<file path="config.mk">
export PLATFORM = sky130hd
export DESIGN_NAME = pdb_pointer_bank
export DESIGN_NICKNAME = d
export VERILOG_FILES = /design/src/pkg/pdb_pkg.sv /design/src/verilog/pdb_pointer_bank.sv
export SDC_FILE = /design/constraint.sdc
export NUM_CORES = 1
export LEC_CHECK = 0
export BUFFER_PORTS_ARGS = -buffer_cell sky130_fd_sc_hd__buf_2
export CAP_MARGIN = 20
export CORE_MARGIN = 1.5
export CORE_UTILIZATION = 60
export CTS_BUF_LIST = sky130_fd_sc_hd__clkbuf_4
export DETAILED_ROUTE_END_ITERATION = 16
export GPL_ROUTABILITY_DRIVEN = 1
export PLACE_DENSITY = 0.82
export SYNTH_ARGS = -nofsm -noshare
export SYNTH_HDL_FRONTEND = slang
export SYNTH_SLANG_ARGS = --single-unit
</file>
<file path="constraint.sdc">
create_clock -name clock_in -period 3.6 [get_ports clock_in]
set_input_delay 0.36 -clock clock_in [delete_from_list [all_inputs] [get_ports clock_in]]
set_output_delay 0.36 -clock clock_in [all_outputs]
set_load 0.03 [all_outputs]
</file>
<file path="src/pkg/pdb_pkg.sv">
// Purpose: Constants for the packet DMA pointer and address register bank.
// Assumes: 8-bit host slave port, page select held in the command register.
// Notes: Command bit layout beyond the page select field is not decoded here.
package pdb_pkg;
    localparam int BYTE_W = 8;
    localparam int ADDR_W = 16;
    localparam int OFS_W = 4;
    localparam int SYNC_STAGES = 2;

    // Page select field inside the command register
    localparam int PS_HIGH_BIT = 7;
    localparam int PS_LOW_BIT = 6;
    localparam logic [1:0] PAGE_0 = 2'h0;
    localparam logic [1:0] PAGE_1 = 2'h1;
    localparam logic [1:0] PAGE_2 = 2'h2;

    // Register offsets
    localparam logic [3:0] OFS_COMMAND = 4'h0;
    localparam logic [3:0] OFS_01 = 4'h1;
    localparam logic [3:0] OFS_02 = 4'h2;
    localparam logic [3:0] OFS_03 = 4'h3;
    localparam logic [3:0] OFS_04 = 4'h4;
    localparam logic [3:0] OFS_05 = 4'h5;
    localparam logic [3:0] OFS_06 = 4'h6;
    localparam logic [3:0] OFS_07 = 4'h7;
    localparam logic [3:0] OFS_08 = 4'h8;
    localparam logic [3:0] OFS_09 = 4'h9;
    localparam logic [3:0] OFS_0A = 4'ha;
    localparam logic [3:0] OFS_0B = 4'hb;
    localparam logic [3:0] OFS_0C = 4'hc;
    localparam logic [3:0] OFS_0D = 4'hd;
    localparam logic [3:0] OFS_0E = 4'he;
    localparam logic [3:0] OFS_0F = 4'hf;
    localparam logic [3:0] OFS_STATION_FIRST = 4'h1;
    localparam logic [3:0] OFS_HASH_FIRST = 4'h8;
    localparam int STATION_BYTES = 6;
    localparam int HASH_BYTES = 8;

    localparam logic [7:0] RESET_BYTE = 8'h00;
    localparam logic [7:0] PAGE_LOW_ZERO = 8'h00;
    localparam logic [15:0] RESET_WORD = 16'h0000;
    localparam logic [15:0] STEP_WORD = 16'h0002;
    localparam logic [15:0] STEP_BYTE = 16'h0001;
endpackage

</file>
<file path="src/verilog/pdb_pointer_bank.sv">
// Purpose: Local and remote DMA pointer registers behind the paged host port.
// Assumes: Host strobes are asynchronous pins and are held several cycles.
// Notes: Core events are single-cycle pulses on clock_in.
module pdb_pointer_bank
(
    // Clock and reset
    input wire logic clock_in,
    input wire logic reset_in,
    // Host slave port
    input wire logic host_select_in,
    input wire logic host_read_in,
    input wire logic host_write_in,
    input wire logic [pdb_pkg::OFS_W-1:0] register_offset_lines_in,
    input wire logic [pdb_pkg::BYTE_W-1:0] host_wdata_in,
    output logic [pdb_pkg::BYTE_W-1:0] host_rdata_out,
    output logic host_rdata_oe_out,
    // Configuration readbacks from the core
    input wire logic [pdb_pkg::BYTE_W-1:0] rx_config_in,
    input wire logic [pdb_pkg::BYTE_W-1:0] tx_config_in,
    input wire logic [pdb_pkg::BYTE_W-1:0] data_config_in,
    input wire logic [pdb_pkg::BYTE_W-1:0] irq_mask_in,
    // Local DMA events
    input wire logic tx_start_in,
    input wire logic rx_error_in,
    input wire logic burst_start_in,
    input wire logic burst_end_in,
    input wire logic local_step_in,
    input wire logic link_req_in,
    input wire logic [pdb_pkg::BYTE_W-1:0] next_page_in,
    // Remote DMA events
    input wire logic remote_start_in,
    input wire logic remote_step_in,
    input wire logic remote_word_in,
    // Pointers to the core
    output logic [pdb_pkg::ADDR_W-1:0] local_addr_out,
    output logic local_abort_out,
    output logic ring_full_out,
    output logic [pdb_pkg::BYTE_W-1:0] ring_start_page_out,
    output logic [pdb_pkg::BYTE_W-1:0] ring_stop_page_out,
    output logic [pdb_pkg::BYTE_W-1:0] rx_current_page_out,
    output logic [pdb_pkg::ADDR_W-1:0] tx_byte_count_out,
    output logic [pdb_pkg::ADDR_W-1:0] remote_addr_out,
    output logic [pdb_pkg::ADDR_W-1:0] remote_count_out,
    output logic remote_busy_out,
    output logic remote_done_out,
    output logic [pdb_pkg::BYTE_W*pdb_pkg::STATION_BYTES-1:0] station_out
);
    import pdb_pkg::*;

    ////////////////////////////////////////////////////////////////////////
    // Host pin synchronisers
    logic [SYNC_STAGES-1:0] sel_sync;
    logic [SYNC_STAGES-1:0] rd_sync;
    logic [SYNC_STAGES-1:0] wr_sync;
    logic [OFS_W-1:0] ofs_sync [SYNC_STAGES];
    logic [BYTE_W-1:0] wd_sync [SYNC_STAGES];
    logic wr_seen;
    logic write_pulse;
    logic read_level;
    logic [OFS_W-1:0] ofs;
    logic [BYTE_W-1:0] wd;

    always_ff @(posedge clock_in)
    begin
        if (reset_in)
        begin
            sel_sync <= '0;
            rd_sync <= '0;
            wr_sync <= '0;
            wr_seen <= 1'b0;
            for (int i = 0; i < SYNC_STAGES; i++)
            begin
                ofs_sync[i] <= '0;
                wd_sync[i] <= RESET_BYTE;
            end
        end
        else
        begin
            sel_sync <= {sel_sync[SYNC_STAGES-2:0], host_select_in};
            rd_sync <= {rd_sync[SYNC_STAGES-2:0], host_read_in};
            wr_sync <= {wr_sync[SYNC_STAGES-2:0], host_write_in};
            ofs_sync[0] <= register_offset_lines_in;
            wd_sync[0] <= host_wdata_in;
            for (int i = 1; i < SYNC_STAGES; i++)
            begin
                ofs_sync[i] <= ofs_sync[i-1];
                wd_sync[i] <= wd_sync[i-1];
            end
            wr_seen <= wr_sync[SYNC_STAGES-1] & sel_sync[SYNC_STAGES-1];
        end
    end

    assign ofs = ofs_sync[SYNC_STAGES-1];
    assign wd = wd_sync[SYNC_STAGES-1];
    assign read_level = rd_sync[SYNC_STAGES-1] & sel_sync[SYNC_STAGES-1];
    assign write_pulse = wr_sync[SYNC_STAGES-1] & sel_sync[SYNC_STAGES-1]
        & ~wr_seen;

    ////////////////////////////////////////////////////////////////////////
    // Host-only registers
    logic [7:0] command_page_select;
    logic [1:0] page;
    logic [7:0] station [STATION_BYTES];
    logic [7:0] hash_filter [HASH_BYTES];
    logic [7:0] ring_start_page;
    logic [7:0] ring_stop_page;
    logic [7:0] ring_boundary_page;
    logic [7:0] tx_page_start;
    logic [7:0] rx_current_page;
    logic [7:0] remote_next_packet_ptr;
    logic [7:0] local_next_packet_ptr;
    logic [15:0] tx_byte_count;
    logic [15:0] remote_start_addr;
    logic [15:0] remote_count_load;
    logic wr_p0;
    logic wr_p1;
    logic wr_p2;

    assign page = {command_page_select[PS_HIGH_BIT],
        command_page_select[PS_LOW_BIT]};
    assign wr_p0 = write_pulse && page == PAGE_0;
    assign wr_p1 = write_pulse && page == PAGE_1;
    assign wr_p2 = write_pulse && page == PAGE_2;

    always_ff @(posedge clock_in)
    begin
        if (reset_in)
        begin
            command_page_select <= RESET_BYTE;
            ring_start_page <= RESET_BYTE;
            ring_stop_page <= RESET_BYTE;
            ring_boundary_page <= RESET_BYTE;
            tx_page_start <= RESET_BYTE;
            rx_current_page <= RESET_BYTE;
            remote_next_packet_ptr <= RESET_BYTE;
            local_next_packet_ptr <= RESET_BYTE;
            tx_byte_count <= RESET_WORD;
            remote_start_addr <= RESET_WORD;
            remote_count_load <= RESET_WORD;
            for (int i = 0; i < STATION_BYTES; i++)
                station[i] <= RESET_BYTE;
            for (int i = 0; i < HASH_BYTES; i++)
                hash_filter[i] <= RESET_BYTE;
        end
        else if (write_pulse)
        begin
            // Page 3 and reserved slots ignore writes, except the command register at offset 0
            if (ofs == OFS_COMMAND)
                command_page_select <= wd;
            if (wr_p0)
            begin
                case (ofs)
                    OFS_01: ring_start_page <= wd;
                    OFS_02: ring_stop_page <= wd;
                    OFS_03: ring_boundary_page <= wd;
                    OFS_04: tx_page_start <= wd;
                    OFS_05: tx_byte_count[7:0] <= wd;
                    OFS_06: tx_byte_count[15:8] <= wd;
                    OFS_08: remote_start_addr[7:0] <= wd;
                    OFS_09: remote_start_addr[15:8] <= wd;
                    OFS_0A: remote_count_load[7:0] <= wd;
                    OFS_0B: remote_count_load[15:8] <= wd;
                    default: ;
                endcase
            end
            if (wr_p1)
            begin
                if (ofs >= OFS_STATION_FIRST && ofs <= OFS_06)
                    station[3'(ofs - OFS_STATION_FIRST)] <= wd;
                if (ofs == OFS_07)
                    rx_current_page <= wd;
                if (ofs >= OFS_HASH_FIRST)
                    hash_filter[3'(ofs - OFS_HASH_FIRST)] <= wd;
            end
            if (wr_p2)
            begin
                if (ofs == OFS_03)
                    remote_next_packet_ptr <= wd;
                if (ofs == OFS_05)
                    local_next_packet_ptr <= wd;
            end
        end
    end

    ////////////////////////////////////////////////////////////////////////
    // Local DMA address counters and saved address
    logic [7:0] addr_counter_upper;
    logic [7:0] addr_counter_lower;
    logic [15:0] local_dma_addr;

    always_ff @(posedge clock_in)
    begin
        if (reset_in)
        begin
            addr_counter_upper <= RESET_BYTE;
            addr_counter_lower <= RESET_BYTE;
            local_dma_addr <= RESET_WORD;
        end
        else if (rx_error_in)
        begin
            {addr_counter_upper, addr_counter_lower} <=
                {rx_current_page, PAGE_LOW_ZERO};
            local_dma_addr <= {rx_current_page, PAGE_LOW_ZERO};
        end
        else if (tx_start_in)
        begin
            {addr_counter_upper, addr_counter_lower} <=
                {tx_page_start, PAGE_LOW_ZERO};
            local_dma_addr <= {tx_page_start, PAGE_LOW_ZERO};
        end
        else if (burst_start_in)
        begin
            {addr_counter_upper, addr_counter_lower} <= local_dma_addr;
        end
        else if (burst_end_in)
        begin
            local_dma_addr <= {addr_counter_upper, addr_counter_lower};
        end
        else if (local_step_in)
        begin
            {addr_counter_upper, addr_counter_lower} <=
                {addr_counter_upper, addr_counter_lower} + STEP_BYTE;
        end
        else if (wr_p2)
        begin
            // Diagnostic writes
            case (ofs)
                OFS_01: local_dma_addr[7:0] <= wd;
                OFS_02: local_dma_addr[15:8] <= wd;
                OFS_06: addr_counter_upper <= wd;
                OFS_07: addr_counter_lower <= wd;
                default: ;
            endcase
        end
    end

    ////////////////////////////////////////////////////////////////////////
    // Ring boundary check
    logic boundary_hit;

    assign boundary_hit = link_req_in && next_page_in == ring_boundary_page;

    always_ff @(posedge clock_in)
    begin
        if (reset_in)
        begin
            local_abort_out <= 1'b0;
            ring_full_out <= 1'b0;
        end
        else
        begin
            local_abort_out <= boundary_hit;
            ring_full_out <= boundary_hit;
        end
    end

    ////////////////////////////////////////////////////////////////////////
    // Remote DMA address and count
    logic [15:0] remote_addr;
    logic [15:0] remote_count;
    logic remote_busy;
    logic [15:0] remote_inc;

    assign remote_inc = remote_word_in ? STEP_WORD : STEP_BYTE;

    always_ff @(posedge clock_in)
    begin
        if (reset_in)
        begin
            remote_addr <= RESET_WORD;
            remote_count <= RESET_WORD;
            remote_busy <= 1'b0;
            remote_done_out <= 1'b0;
        end
        else
        begin
            remote_done_out <= 1'b0;
            if (remote_start_in)
            begin
                remote_addr <= remote_start_addr;
                remote_count <= remote_count_load;
                remote_busy <= remote_count_load != RESET_WORD;
                remote_done_out <= remote_count_load == RESET_WORD;
            end
            else if (remote_step_in && remote_busy)
            begin
                remote_addr <= remote_addr + remote_inc;
                if (remote_count <= remote_inc)
                begin
                    remote_count <= RESET_WORD;
                    remote_busy <= 1'b0;
                    remote_done_out <= 1'b1;
                end
                else
                    remote_count <= remote_count - remote_inc;
            end
        end
    end

    ////////////////////////////////////////////////////////////////////////
    // Host read data
    logic [7:0] next_rdata;

    always_comb
    begin
        next_rdata = RESET_BYTE;
        case (page)
            PAGE_0:
                case (ofs)
                    OFS_COMMAND: next_rdata = command_page_select;
                    OFS_01: next_rdata = local_dma_addr[7:0];
                    OFS_02: next_rdata = local_dma_addr[15:8];
                    OFS_03: next_rdata = ring_boundary_page;
                    OFS_08: next_rdata = remote_addr[7:0];
                    OFS_09: next_rdata = remote_addr[15:8];
                    default: next_rdata = RESET_BYTE;
                endcase
            PAGE_1:
                if (ofs == OFS_COMMAND)
                    next_rdata = command_page_select;
                else if (ofs <= OFS_06)
                    next_rdata = station[3'(ofs - OFS_STATION_FIRST)];
                else if (ofs == OFS_07)
                    next_rdata = rx_current_page;
                else
                    next_rdata = hash_filter[3'(ofs - OFS_HASH_FIRST)];
            PAGE_2:
                case (ofs)
                    OFS_COMMAND: next_rdata = command_page_select;
                    OFS_01: next_rdata = ring_start_page;
                    OFS_02: next_rdata = ring_stop_page;
                    OFS_03: next_rdata = remote_next_packet_ptr;
                    OFS_04: next_rdata = tx_page_start;
                    OFS_05: next_rdata = local_next_packet_ptr;
                    OFS_06: next_rdata = addr_counter_upper;
                    OFS_07: next_rdata = addr_counter_lower;
                    OFS_0C: next_rdata = rx_config_in;
                    OFS_0D: next_rdata = tx_config_in;
                    OFS_0E: next_rdata = data_config_in;
                    OFS_0F: next_rdata = irq_mask_in;
                    default: next_rdata = RESET_BYTE;
                endcase
            default:
                next_rdata = ofs == OFS_COMMAND ? command_page_select
                    : RESET_BYTE;
        endcase
    end

    always_ff @(posedge clock_in)
    begin
        if (reset_in)
        begin
            host_rdata_out <= RESET_BYTE;
            host_rdata_oe_out <= 1'b0;
        end
        else
        begin
            host_rdata_out <= read_level ? next_rdata : RESET_BYTE;
            host_rdata_oe_out <= read_level;
        end
    end

    ////////////////////////////////////////////////////////////////////////
    // Outputs to the core
    assign local_addr_out = {addr_counter_upper, addr_counter_lower};
    assign ring_start_page_out = ring_start_page;
    assign ring_stop_page_out = ring_stop_page;
    assign rx_current_page_out = rx_current_page;
    assign tx_byte_count_out = tx_byte_count;
    assign remote_addr_out = remote_addr;
    assign remote_count_out = remote_count;
    assign remote_busy_out = remote_busy;
    assign station_out = {station[5], station[4], station[3], station[2],
        station[1], station[0]};
endmodule

</file>
==> results of run 1 <==
-- synthesized netlist by cell type (6+ instances only) --
master / count / area share, %
sky130_fd_sc_hd__nor2_1: 224 / 5.0
sky130_fd_sc_hd__dfxtp_1: 219 / 26
sky130_fd_sc_hd__nand2_1: 148 / 3.3
sky130_fd_sc_hd__edfxtp_1: 128 / 23
sky130_fd_sc_hd__a21oi_1: 116 / 3.5
sky130_fd_sc_hd__mux2i_1: 110 / 6.6
sky130_fd_sc_hd__clkbuf_1: 99 / 2.2
sky130_fd_sc_hd__nand3_1: 72 / 2.2
sky130_fd_sc_hd__and2_1: 69 / 2.6
sky130_fd_sc_hd__o21ai_0: 47 / 1.4
sky130_fd_sc_hd__nor2b_1: 46 / 1.7
sky130_fd_sc_hd__a22oi_1: 31 / 1.4
sky130_fd_sc_hd__inv_1: 29 / 0.65
sky130_fd_sc_hd__a221oi_1: 25 / 1.3
sky130_fd_sc_hd__xnor2_1: 24 / 1.3
sky130_fd_sc_hd__mux4_2: 20 / 2.7
sky130_fd_sc_hd__a211oi_1: 19 / 0.85
sky130_fd_sc_hd__nor3_1: 19 / 0.57
sky130_fd_sc_hd__xor2_1: 19 / 0.99
sky130_fd_sc_hd__a222oi_1: 18 / 1.1
sky130_fd_sc_hd__buf_2: 18 / 0.54
sky130_fd_sc_hd__nand2b_1: 18 / 0.67
sky130_fd_sc_hd__buf_1: 16 / 0.36
sky130_fd_sc_hd__nand4_1: 12 / 0.45
sky130_fd_sc_hd__a31oi_1: 11 / 0.41
sky130_fd_sc_hd__ha_1: 10 / 0.75
sky130_fd_sc_hd__nor2_2: 10 / 0.37
sky130_fd_sc_hd__or2_2: 10 / 0.37
sky130_fd_sc_hd__o22ai_1: 9 / 0.34
sky130_fd_sc_hd__and3_1: 7 / 0.26
sky130_fd_sc_hd__buf_4: 7 / 0.31
sky130_fd_sc_hd__nor4_1: 7 / 0.26
sky130_fd_sc_hd__a311oi_1: 6 / 0.31
sky130_fd_sc_hd__nand3b_1: 6 / 0.27
sky130_fd_sc_hd__o21bai_1: 6 / 0.27
sky130_fd_sc_hd__or3_1: 6 / 0.22
-- how the worst max path moves through the flow --
stage	start	to	slack (ps)	cells past startpoint
2_1_floorplan	ofs_sync[0][4]	station[3][0]	460	12
3_3_place_gp	ofs_sync[0][5]	station[3][0]	510	8
3_5_place_dp	ofs_sync[0][5]	station[3][6]	350	8
4_1_cts	ofs_sync[0][5]	station[3][7]	310	8
5_1_grt	ofs_sync[0][5]	station[3][7]	110	8
6_report	ofs_sync[0][5]	station[3][7]	240	8
-- cells by family after synthesis --
group / Yosys count / share of synthesized area (%)
muxes: 133 / 9.47
and+or+nand+nor: 683 / 19.8
buffers and inverters: 173 / 4.27
AOI/OAI and AO/OA: 349 / 14.2
adders and majority gates: 12 / 0.986
xor gates and xnor gates: 43 / 2.25
DFF: 347 / 49.1
-- metal layers --
metal | part of all wire, % | track usage (%) | vias up
li1 | - | - | 6756
met1 | 39 | 49.3 | 7150
met2 | 44 | 56.2 | 1105
met3 | 13 | 10.3 | 194
met4 | 4.1 | 16.7 | 0
met5 | 0 | 0 | -
-- sequential cells by signal (all words and copies together), names as in the netlist, 16 cells and up --
| signal | cells |
|---|---|
| remote_start_addr | 16 |
| station | 64 |
| remote_count_load | 16 |
| remote_addr_out | 16 |
| tx_byte_count_out | 16 |
| local_dma_addr | 16 |
| wd_sync | 16 |
| remote_count_out | 16 |
| hash_filter | 64 |
-- tightest hold or removal path, cell delays in order --
cell and delay, ps:
sky130_fd_sc_hd__buf_2 160, sky130_fd_sc_hd__a311oi_1 100, sky130_fd_sc_hd__a21oi_1 120, sky130_fd_sc_hd__nor2_1 60
-- layout make-up --
type / instances / area (µm²) / share of cell area [%]
Clock inverter: 17 / 131 / 0.679
Inverter: 30 / 113 / 0.582
Sequential cell: 347 / 8230 / 42.5
Multi-Input combinational cell: 1220 / 7820 / 40.4
Timing Repair Buffer: 276 / 1590 / 8.21
Clock buffer: 133 / 998 / 5.16
Antenna cell: 2 / 5.00 / 0.0259
Tap cell: 372 / 465 / 2.41
-- report_power, final --
part | switching [W] | leakage (nW) | internal (W)
clock network | 0.00160 | 0.675 | 0.00182
registers | 0.0000670 | 3.10 | 0.00412
logic | 0.000444 | 4.13 | 0.000221
total | 0.00211 | 7.90 | 0.00617
-- placed cells by master (no fill, tap or decap), types with 69 or more instances in the layout --
cell type / Yosys / final
sky130_fd_sc_hd__nor2_1: 224 / 224
sky130_fd_sc_hd__dfxtp_1: 219 / 217
sky130_fd_sc_hd__buf_2: 18 / 213
sky130_fd_sc_hd__nand2_1: 148 / 148
sky130_fd_sc_hd__clkbuf_4: 0 / 133
sky130_fd_sc_hd__edfxtp_1: 128 / 128
sky130_fd_sc_hd__a21oi_1: 116 / 116
sky130_fd_sc_hd__mux2i_1: 110 / 110
sky130_fd_sc_hd__nand3_1: 72 / 72
sky130_fd_sc_hd__and2_1: 69 / 69
-- through the flow --
| step | util [%] | hold slack, ps |
|---|---|---|
| after floorplan | - | 414 |
| after global placement | 66.3 | 417 |
| after detailed placement | 66.4 | 430 |
| after CTS | 71.2 | 84.4 |
| after global routing | 71.2 | 133 |
| final | 71.2 | 124 |
-- timing repair --
item                                   in CTS  in global routing
endpoints found under the hold margin      17                  0
hold buffers                               18                  0
setup endpoints to repair                   0                  0
==> impl_metrics.py, run 1 <==
metrics = {
    "run_status": {
        "outcome": "finished, final reports clean",
    },
    "detailed_routing": {
        "post_drt_wl_per_cell_um": 22.4,
        "drt_iter0_markers": 2154,
        "number_of_nets_with_antenna_violations_after_detailed_routing": 0,
        "drt_pass1_iterations": 7,
        "per_cell_via_count_in_the_routed_design": 6.34,
        "wl_mm": 53.6,
        "drc": 0,
        "via_count": 15200,
    },
    "timing": {
        "setup_ws_ps": 238,
        "setup_viol_count_final": 0,
        "min_period_over_period_pct": 93.4,
        "setup_total_negative_slack_ps": 0,
        "grt_setup_unrepaired": "no",
        "max_transition_viols_final": 0,
        "max_freq_mhz": 297,
        "timing.slew.headroom_pct": 27.4,
        "worst_slew_pin_slew_ps": 1090,
        "final_hold_violation_count": 0,
        "min_period_ps": 3360,
        "finalClockSkew_ps": 29.9,
    },
    "final_layout": {
        "design.final.nets": 2041,
        "area.growth.synth_to_final_pct": 15.5,
        "layout.filler_cells": 2064,
        "final_cells": 2397,
        "final_layout_size_suffix_gt1_share_pct": 22.8,
        "final_cell_area_mm2": 0.0193,
    },
    "floorplan": {
        "row_count": 60,
        "die-width_um": 170,
        "initial_utilization_pct": 61.6,
        "die_h_um": 170,
        "io_pins": 215,
        "core_mm2": 0.0272,
        "design.die.area_mm2": 0.0289,
    },
    "setup_path": {
        "cpMostUsedCell": "sky130_fd_sc_hd__nand2b_1",
        "rr_startpoint": "ofs_sync[0][5]",
        "worst_r2r_endpoint": "station[3][7]",
        "critical_path_required_ps": 3970,
        "crit_path_start_kind": "flip-flop",
        "reg2reg_depth": 8,
        "worstSetupPathType": "reg -> reg",
        "path_buf_inv": 1,
        "cp-end-kind": "flip-flop",
        "timing.reg2reg.setup_slack_ps": 240,
        "timing.critical_path.arrival_ps": 3730,
        "cpLargestDelayFamily": "simple AND/OR/NAND/NOR gates",
        "critPathSlowestCell": "sky130_fd_sc_hd__dfxtp_1",
        "crit_path_cell_trace": "clkinv_1 -> ha_1 -> nand2b_1 -> o21ai_1 -> or3_1 -> or4_1 -> or2_1 -> nand2b_1",
        "max_stage_delay_ps": 470,
        "crit_path_max_fanout": 10,
    },
    "synth": {
        "synth.yosys.warnings": 0,
        "number_of_flip_flops_and_latches_in_the_synthesized_netlist": 347,
        "asyncSetResetFlopFracSynth_pct": 0,
        "postSynthCellCount": 1740,
        "seq_area_frac_synth_pct": 49.1,
        "number_of_nets_produced_by_synthesis": 1818,
        "synthDistinctLibCells": 78,
        "synthesis.area_mm2": 0.0167,
        "ys_dominant_reg_cell": "sky130_fd_sc_hd__dfxtp_1",
        "synth_enable_flop_cells": 128,
        "postSynthAreaPerCell_um2": 9.62,
    },
    "global_route": {
        "wire_length_of_the_first_global_routing_pass_mm": 81.3,
        "first_global_vias": 14200,
        "number_of_antenna_violations_at_the_first_check_in_global_routing": 2,
        "grt_max_degree": 93,
        "grt_usage_pct": 37.0,
        "grt-ovfl-total": 0,
    },
    "clocking": {
        "clock_pin_slew_on_the_worst_setup_and_hold_paths_ps": 60,
        "numCtsBuffers": 88,
        "cts-resized-gates": 0,
        "clk_latency_ps": 740,
        "ctsLongestPathBuffers": 3,
        "tritoncts": "yes",
        "post-cts-setup-buffer-count": 0,
        "ctsRootBufferMaster": "sky130_fd_sc_hd__clkbuf_4",
        "clkSinkCount": 347,
        "h_tree_level_count": 3,
    },
    "place": {
        "placed_cell_area_mm2": 0.0180,
        "place.port_buffers": 214,
        "detailed_place_hpwl_mm": 36.7,
        "dpl.cell_count": 2227,
        "setup_slack_after_placement_ps": 354,
        "routabilityCongestion": 0.991,
    },
    "pwr": {
        "power.density_mw_per_mm2": 428,
        "power.total_w": 0.00828,
        "leakagePower_nw": 7.90,
        "irDropWorstVdd_mv": 0.263,
    },
    "worst_hold_path": {
        "hold_start": "remote_step_in",
        "hold_end": "remote_addr_out[1]",
        "min_path_cells": 4,
        "min_path_type": "in -> reg",
    },
    "job": {
        "timing.max_cap.violations": 0,
    },
}
Note: power is estimated with default switching activity, not from simulation.
==> run 2, diff against run 1 <==
Settings changed: CORE_MARGIN 1.5 to not set, CORE_UTILIZATION 60 to 55, PLACE_DENSITY 0.82 to 0.85.
==> run 2 against run 1 <==
- clock skew is 38 ps higher
- clock-buffer cell count down 10
- flip-flop and latch count unchanged
- worst setup slack better by 230 ps
- largest power group unchanged
==> impl_metrics.py, run 2 (same netlist as run 1, synthesis figures left out) <==
metrics = {
    "place": {
        "detailed_place_hpwl_mm": 38.4,
        "place.port_buffers": 214,
        "placed_cell_area_mm2": 0.0181,
        "dpl.cell_count": 2248,
        "routabilityCongestion": 1.01,
    },
    "detailed_routing": {
        "wl_mm": 55.4,
        "drt-met1-wl_mm": 21.8,
        "met2WireLength_mm": 24.2,
        "drc": 0,
        "drt_pass1_iterations": 6,
        "via_count": 15200,
        "drt_iter0_markers": 2027,
        "per_cell_via_count_in_the_routed_design": 6.26,
        "top_layer_reached_by_signal_wires": "met5",
        "met3RoutedLength_mm": 6.88,
        "post_drt_wl_per_cell_um": 22.8,
        "number_of_nets_with_antenna_violations_after_detailed_routing": 0,
    },
    "timing": {
        "setup_total_negative_slack_ps": 0,
        "grt_setup_unrepaired": "no",
        "max_freq_mhz": 320,
        "min_period_over_period_pct": 86.9,
        "final_hold_violation_count": 0,
        "setup_viol_count_final": 0,
        "finalClockSkew_ps": 67.7,
        "max_transition_viols_final": 0,
        "worst_slew_pin_slew_ps": 1140,
        "min_period_ps": 3130,
        "timing.slew.headroom_pct": 23.8,
    },
    "global_route": {
        "first_global_vias": 14500,
        "wire_length_of_the_first_global_routing_pass_mm": 83.8,
        "grt_max_degree": 95,
        "grt-ovfl-total": 0,
        "grt_usage_pct": 35.3,
        "number_of_antenna_violations_at_the_first_check_in_global_routing": 1,
    },
    "setup_path": {
        "cp-end-kind": "flip-flop",
        "crit_path_max_fanout": 10,
        "worst_r2r_endpoint": "station[3][3]",
        "worstSetupPathType": "reg -> reg",
        "crit_path_start_kind": "flip-flop",
        "timing.critical_path.arrival_ps": 3530,
        "critical_path_required_ps": 4000,
        "reg2reg_depth": 8,
        "timing.reg2reg.setup_slack_ps": 470,
        "rr_startpoint": "ofs_sync[0][5]",
    },
    "floorplan": {
        "io_pins": 215,
        "row_count": 63,
        "die-width_um": 177,
        "core_mm2": 0.0298,
        "die_h_um": 177,
        "initial_utilization_pct": 56.2,
        "design.die.area_mm2": 0.0312,
    },
    "final_layout": {
        "final_layout_size_suffix_gt1_share_pct": 22.5,
        "final_cell_area_mm2": 0.0194,
        "design.final.nets": 2044,
        "area.growth.synth_to_final_pct": 15.7,
        "layout.area.seq_mm2": 0.00823,
        "multi_input_comb_area_mm2": 0.00781,
        "layout.cells.most_common_list": "224 x sky130_fd_sc_hd__nor2_1, 216 x sky130_fd_sc_hd__dfxtp_1, 213 x sky130_fd_sc_hd__buf_2",
        "final_cells": 2431,
        "layout.filler_cells": 2427,
        "commonest_non_fill_non_tap_cell_in_the_layout": "sky130_fd_sc_hd__nor2_1",
        "biggestRegsByFlops": "hash_filter x64, station x64",
    },
    "pwr": {
        "leakagePower_nw": 7.90,
        "irDropWorstVdd_mv": 0.293,
        "power.density_mw_per_mm2": 423,
    },
    "clocking": {
        "clk_latency_ps": 790,
        "cts.hold.buffers_added": 18,
        "ctsLongestPathBuffers": 3,
        "clkSinkCount": 347,
        "tritoncts": "yes",
        "h_tree_level_count": 3,
        "numCtsBuffers": 88,
        "clock_pin_slew_on_the_worst_setup_and_hold_paths_ps": 70,
        "ctsRootBufferMaster": "sky130_fd_sc_hd__clkbuf_4",
        "post-cts-setup-buffer-count": 0,
        "cts-resized-gates": 0,
    },
    "worst_hold_path": {
        "hold_start": "remote_step_in",
        "min_path_cells": 4,
        "hold_end": "remote_addr_out[1]",
        "min_path_type": "in -> reg",
    },
    "job": {
        "timing.max_cap.violations": 0,
    },
    "run_status": {
        "outcome": "finished, final reports clean",
    },
}
run 2: changes by cell type in the layout (fill, tap and decap cells not counted):
cell	before	now
sky130_fd_sc_hd__clkinvlp_4	1	0
sky130_fd_sc_hd__bufinv_16	2	0
sky130_fd_sc_hd__dfxtp_1	217	216
sky130_fd_sc_hd__clkinv_1	10	30
sky130_fd_sc_hd__clkbuf_4	133	123
sky130_fd_sc_hd__nor3_2	5	4
sky130_fd_sc_hd__inv_8	0	1
sky130_fd_sc_hd__buf_4	44	47
sky130_fd_sc_hd__nor3_1	18	19
sky130_fd_sc_hd__dfxtp_2	2	3
sky130_fd_sc_hd__inv_6	1	4
sky130_fd_sc_hd__clkinv_2	1	4
sky130_fd_sc_hd__inv_2	2	1
run 2: how the worst max path moves through the flow:
stage / from / endpoint / slack, ps
4_1_cts: ofs_sync[0][5] / station[3][3] / 490
6_report: ofs_sync[0][5] / station[3][3] / 470
3_3_place_gp: ofs_sync[0][5] / station[3][3] / 590
2_1_floorplan: ofs_sync[0][4] / station[3][0] / 460
5_1_grt: ofs_sync[0][5] / station[3][7] / 310
3_5_place_dp: ofs_sync[0][5] / station[3][6] / 500
run 2: stage by stage:
step	worst slack, ps	hold WS, ps	util, %	total power [W]
CTS	490	21.0	65.0	0.00819
global route	312	70.0	65.0	0.00847
detailed placement	501	421	60.7	0.00491
global placement	595	419	60.6	0.00491
finish	472	62.4	65.0	0.00820
floorplan	465	414	-	0.00468
run 2: area by class of cell:
type | count | share of cell area (%)
flip-flops and latches | 347 | 42.5
multi-input cells | 1220 | 40.3
well taps | 390 | 2.52
clock buffers | 123 | 4.77
inverters | 30 | 0.581
clock inverters | 40 | 0.969
repair buffers | 279 | 8.31
diodes | 2 | 0.0258
run 2: power breakdown:
part           internal [W]  total (W)  switching, W  leakage (nW)
Combinational      0.000222   0.000673      0.000451          4.14
Clock               0.00161    0.00333       0.00172         0.660
Sequential          0.00412    0.00419     0.0000694          3.10
Total               0.00596    0.00820       0.00224          7.90
run 2: routing by layer:
layer / GRT usage [%] / vias up
met5: 2.24 / -
met1: 47.9 / 7182
met3: 9.56 / 161
met2: 51.8 / 1106
li1: - / 6758
met4: 17.3 / 2
run 2: worst max-delay path, cell delays in order (launching register included):
cell and delay, ps:
sky130_fd_sc_hd__dfxtp_1 400, sky130_fd_sc_hd__clkinv_1 290, sky130_fd_sc_hd__ha_1 340, sky130_fd_sc_hd__nand2b_1 110, sky130_fd_sc_hd__o21ai_1 60, sky130_fd_sc_hd__or3_1 410, sky130_fd_sc_hd__or4_1 440, sky130_fd_sc_hd__or2_1 390
sky130_fd_sc_hd__nand2b_1 350
==> run 3, diff against run 2 <==
Settings changed: CTS_BUF_LIST sky130_fd_sc_hd__clkbuf_4 to not set, GPL_TIMING_DRIVEN set to 0.
==> run 3 against run 2 <==
- first-iteration DRC count is 15% higher
- wire length is 17% higher
- non-clock buffer count is 76 higher
- global-route usage is 6.0 points higher
- flip-flop and latch count stayed put
- via count is 3.3% higher
- sequential share of layout area is 0.47 points lower
- largest cell class unchanged
==> impl_metrics.py, run 3 (same netlist as run 1, synthesis figures left out) <==
metrics = {
    "run_status": {
        "outcome": "finished, final reports clean",
    },
    "detailed_routing": {
        "drt_pass1_iterations": 6,
        "via_count": 15700,
        "per_cell_via_count_in_the_routed_design": 6.52,
        "drt_iter0_markers": 2321,
        "wl_mm": 65.0,
        "number_of_nets_with_antenna_violations_after_detailed_routing": 0,
        "post_drt_wl_per_cell_um": 27.0,
        "drc": 0,
    },
    "timing": {
        "min_period_ps": 3550,
        "grt_setup_unrepaired": "no",
        "timing.slew.headroom_pct": 25.9,
        "max_transition_viols_final": 0,
        "finalClockSkew_ps": 12.7,
        "setup_viol_count_final": 0,
        "setup_ws_ps": 49.0,
        "max_freq_mhz": 282,
        "final_hold_violation_count": 0,
        "min_period_over_period_pct": 98.6,
        "worst_slew_pin_slew_ps": 1100,
    },
    "place": {
        "placed_cell_area_mm2": 0.0183,
        "place.port_buffers": 210,
        "routabilityCongestion": 1.02,
        "dpl.cell_count": 2341,
        "detailed_place_hpwl_mm": 47.4,
        "setup_slack_after_placement_ps": -523,
    },
    "final_layout": {
        "area.growth.synth_to_final_pct": 16.9,
        "layout.filler_cells": 2465,
        "biggestRegsByFlops": "hash_filter x64, station x64",
        "final_core_utilization_pct": 65.7,
        "final_layout_size_suffix_gt1_share_pct": 18.7,
        "design.final.nets": 2069,
        "final_cells": 2408,
        "commonest_non_fill_non_tap_cell_in_the_layout": "sky130_fd_sc_hd__buf_2",
        "layout.cells.most_common_list": "233 x sky130_fd_sc_hd__buf_2, 222 x sky130_fd_sc_hd__nor2_1, 218 x sky130_fd_sc_hd__dfxtp_1",
        "final_cell_area_mm2": 0.0196,
        "antenna-diode-count": 0,
    },
    "floorplan": {
        "initial_utilization_pct": 56.2,
        "row_count": 63,
        "design.die.area_mm2": 0.0312,
        "die-width_um": 177,
        "core_mm2": 0.0298,
        "die_h_um": 177,
        "io_pins": 215,
    },
    "global_route": {
        "grt-ovfl-total": 0,
        "grt_usage_pct": 41.3,
        "first_global_vias": 14900,
        "grt_max_degree": 15,
        "wire_length_of_the_first_global_routing_pass_mm": 94.3,
        "number_of_antenna_violations_at_the_first_check_in_global_routing": 2,
    },
    "setup_path": {
        "critPathSlowestCell": "sky130_fd_sc_hd__buf_1",
        "cpMostUsedCell": "sky130_fd_sc_hd__buf_2",
        "max_stage_delay_ps": 610,
        "worstSetupPathType": "reg -> reg",
        "critical_path_required_ps": 3970,
        "path_buf_inv": 4,
        "crit_path_cell_trace": "clkinvlp_4 -> ha_1 -> buf_2 -> buf_2 -> buf_1 -> a222oi_1 -> a31oi_1 -> a21oi_1 -> a311oi_1",
        "cp-end-kind": "flip-flop",
        "crit_path_max_fanout": 10,
        "cpLargestDelayFamily": "buffers and inverters",
        "crit_path_start_kind": "flip-flop",
        "timing.critical_path.arrival_ps": 3920,
    },
    "pwr": {
        "leakagePower_nw": 7.83,
        "power.net_switching_w": 0.00221,
        "power.density_mw_per_mm2": 450,
        "internal-power_w": 0.00660,
        "combinationalPowerShare_pct": 8.5,
        "sw_frac_of_total_pct": 25.1,
        "irDropWorstVdd_mv": 0.393,
        "p_clk_share_pct": 44.1,
        "power.share.sequential_pct": 47.4,
    },
    "clocking": {
        "ctsLongestPathBuffers": 3,
        "clk_latency_ps": 530,
        "tritoncts": "yes",
        "cts.hold.buffers_added": 0,
        "numCtsBuffers": 37,
        "h_tree_level_count": 2,
        "clock_pin_slew_on_the_worst_setup_and_hold_paths_ps": 60,
        "clkSinkCount": 347,
        "ctsRootBufferMaster": "sky130_fd_sc_hd__clkbuf_16",
    },
    "worst_hold_path": {
        "min_path_type": "in -> reg",
    },
    "job": {
        "timing.max_cap.violations": 0,
    },
}
[run 3: changes by cell type in the layout (fill, tap and decap cells not counted), sizes merged]
cell,previous run,this run
clkbuf,123,156
clkinv,35,6
dlygate4sd3,18,0
buf,261,254
inv,35,30
clkinvlp,0,3
bufinv,0,2
diode,2,0
[run 3: layout make-up]
cell class | count | area [µm²] | area share, %
plain buffers | 142 | 609 | 3.11
clock buffers | 55 | 1090 | 5.59
clock inverters | 11 | 123 | 0.626
inverters | 30 | 120 | 0.613
multi-input cells | 1220 | 7850 | 40.1
flip-flops and latches | 347 | 8230 | 42.0
well taps | 390 | 488 | 2.49
repair buffers | 213 | 1070 | 5.47
[run 3: metal layers]
metal | track usage, % | routed length, µm | vias up
met4 | 20.0 | 3630 | 0
li1 | - | - | 6753
met2 | 62.8 | 28200 | 1221
met1 | 55.8 | 25100 | 7510
met3 | 9.07 | 8080 | 221
met5 | 0 | 0 | -
[run 3: worst reg2reg max path: stages, from the launching register on]
cell	delay [ps]
sky130_fd_sc_hd__dfxtp_2	400
sky130_fd_sc_hd__clkinvlp_4	240
sky130_fd_sc_hd__ha_1	240
sky130_fd_sc_hd__buf_2	330
sky130_fd_sc_hd__buf_2	410
sky130_fd_sc_hd__buf_1	620
sky130_fd_sc_hd__a222oi_1	150
sky130_fd_sc_hd__a31oi_1	380
sky130_fd_sc_hd__a21oi_1	120
sky130_fd_sc_hd__a311oi_1	510
[run 3: per-stage QoR]
stage	setup TNS [ps]	total power [W]	hold slack, ps
global route	0	0.00897	36.3
global placement	-9980	0.00496	418
CTS	0	0.00874	35.4
finish	0	0.00880	36.5
detailed placement	-12450	0.00497	423
floorplan	0	0.00468	414
[run 3: final timing paths]
check	start	end	slack (ps)	cells after the start
setup / recovery	ofs_sync[0][5]	host_rdata_out[1]	50	9
hold / removal	host_wdata_in[1]	wd_sync[0][1]	40	2
setup reg to reg	ofs_sync[0][5]	host_rdata_out[1]	50	9
hold reg to reg	wr_sync[0]	wr_sync[1]	430	1
[run 3: power by group through the flow]
stage | Combinational [W] | Sequential, W | Clock [W]
6_report | 0.000752 | 0.00417 | 0.00388
2_1_floorplan | 0.000391 | 0.00429 | 0
5_1_grt | 0.000780 | 0.00417 | 0.00402
3_5_place_dp | 0.000715 | 0.00425 | 0
3_3_place_gp | 0.000708 | 0.00425 | 0
4_1_cts | 0.000725 | 0.00417 | 0.00385
[run 3: timing repair]
action / 4_1_cts / 5_1_grt
buffers inserted: 2 / 0
setup endpoints to repair: 80 / 50
gates resized for setup: 14 / 11
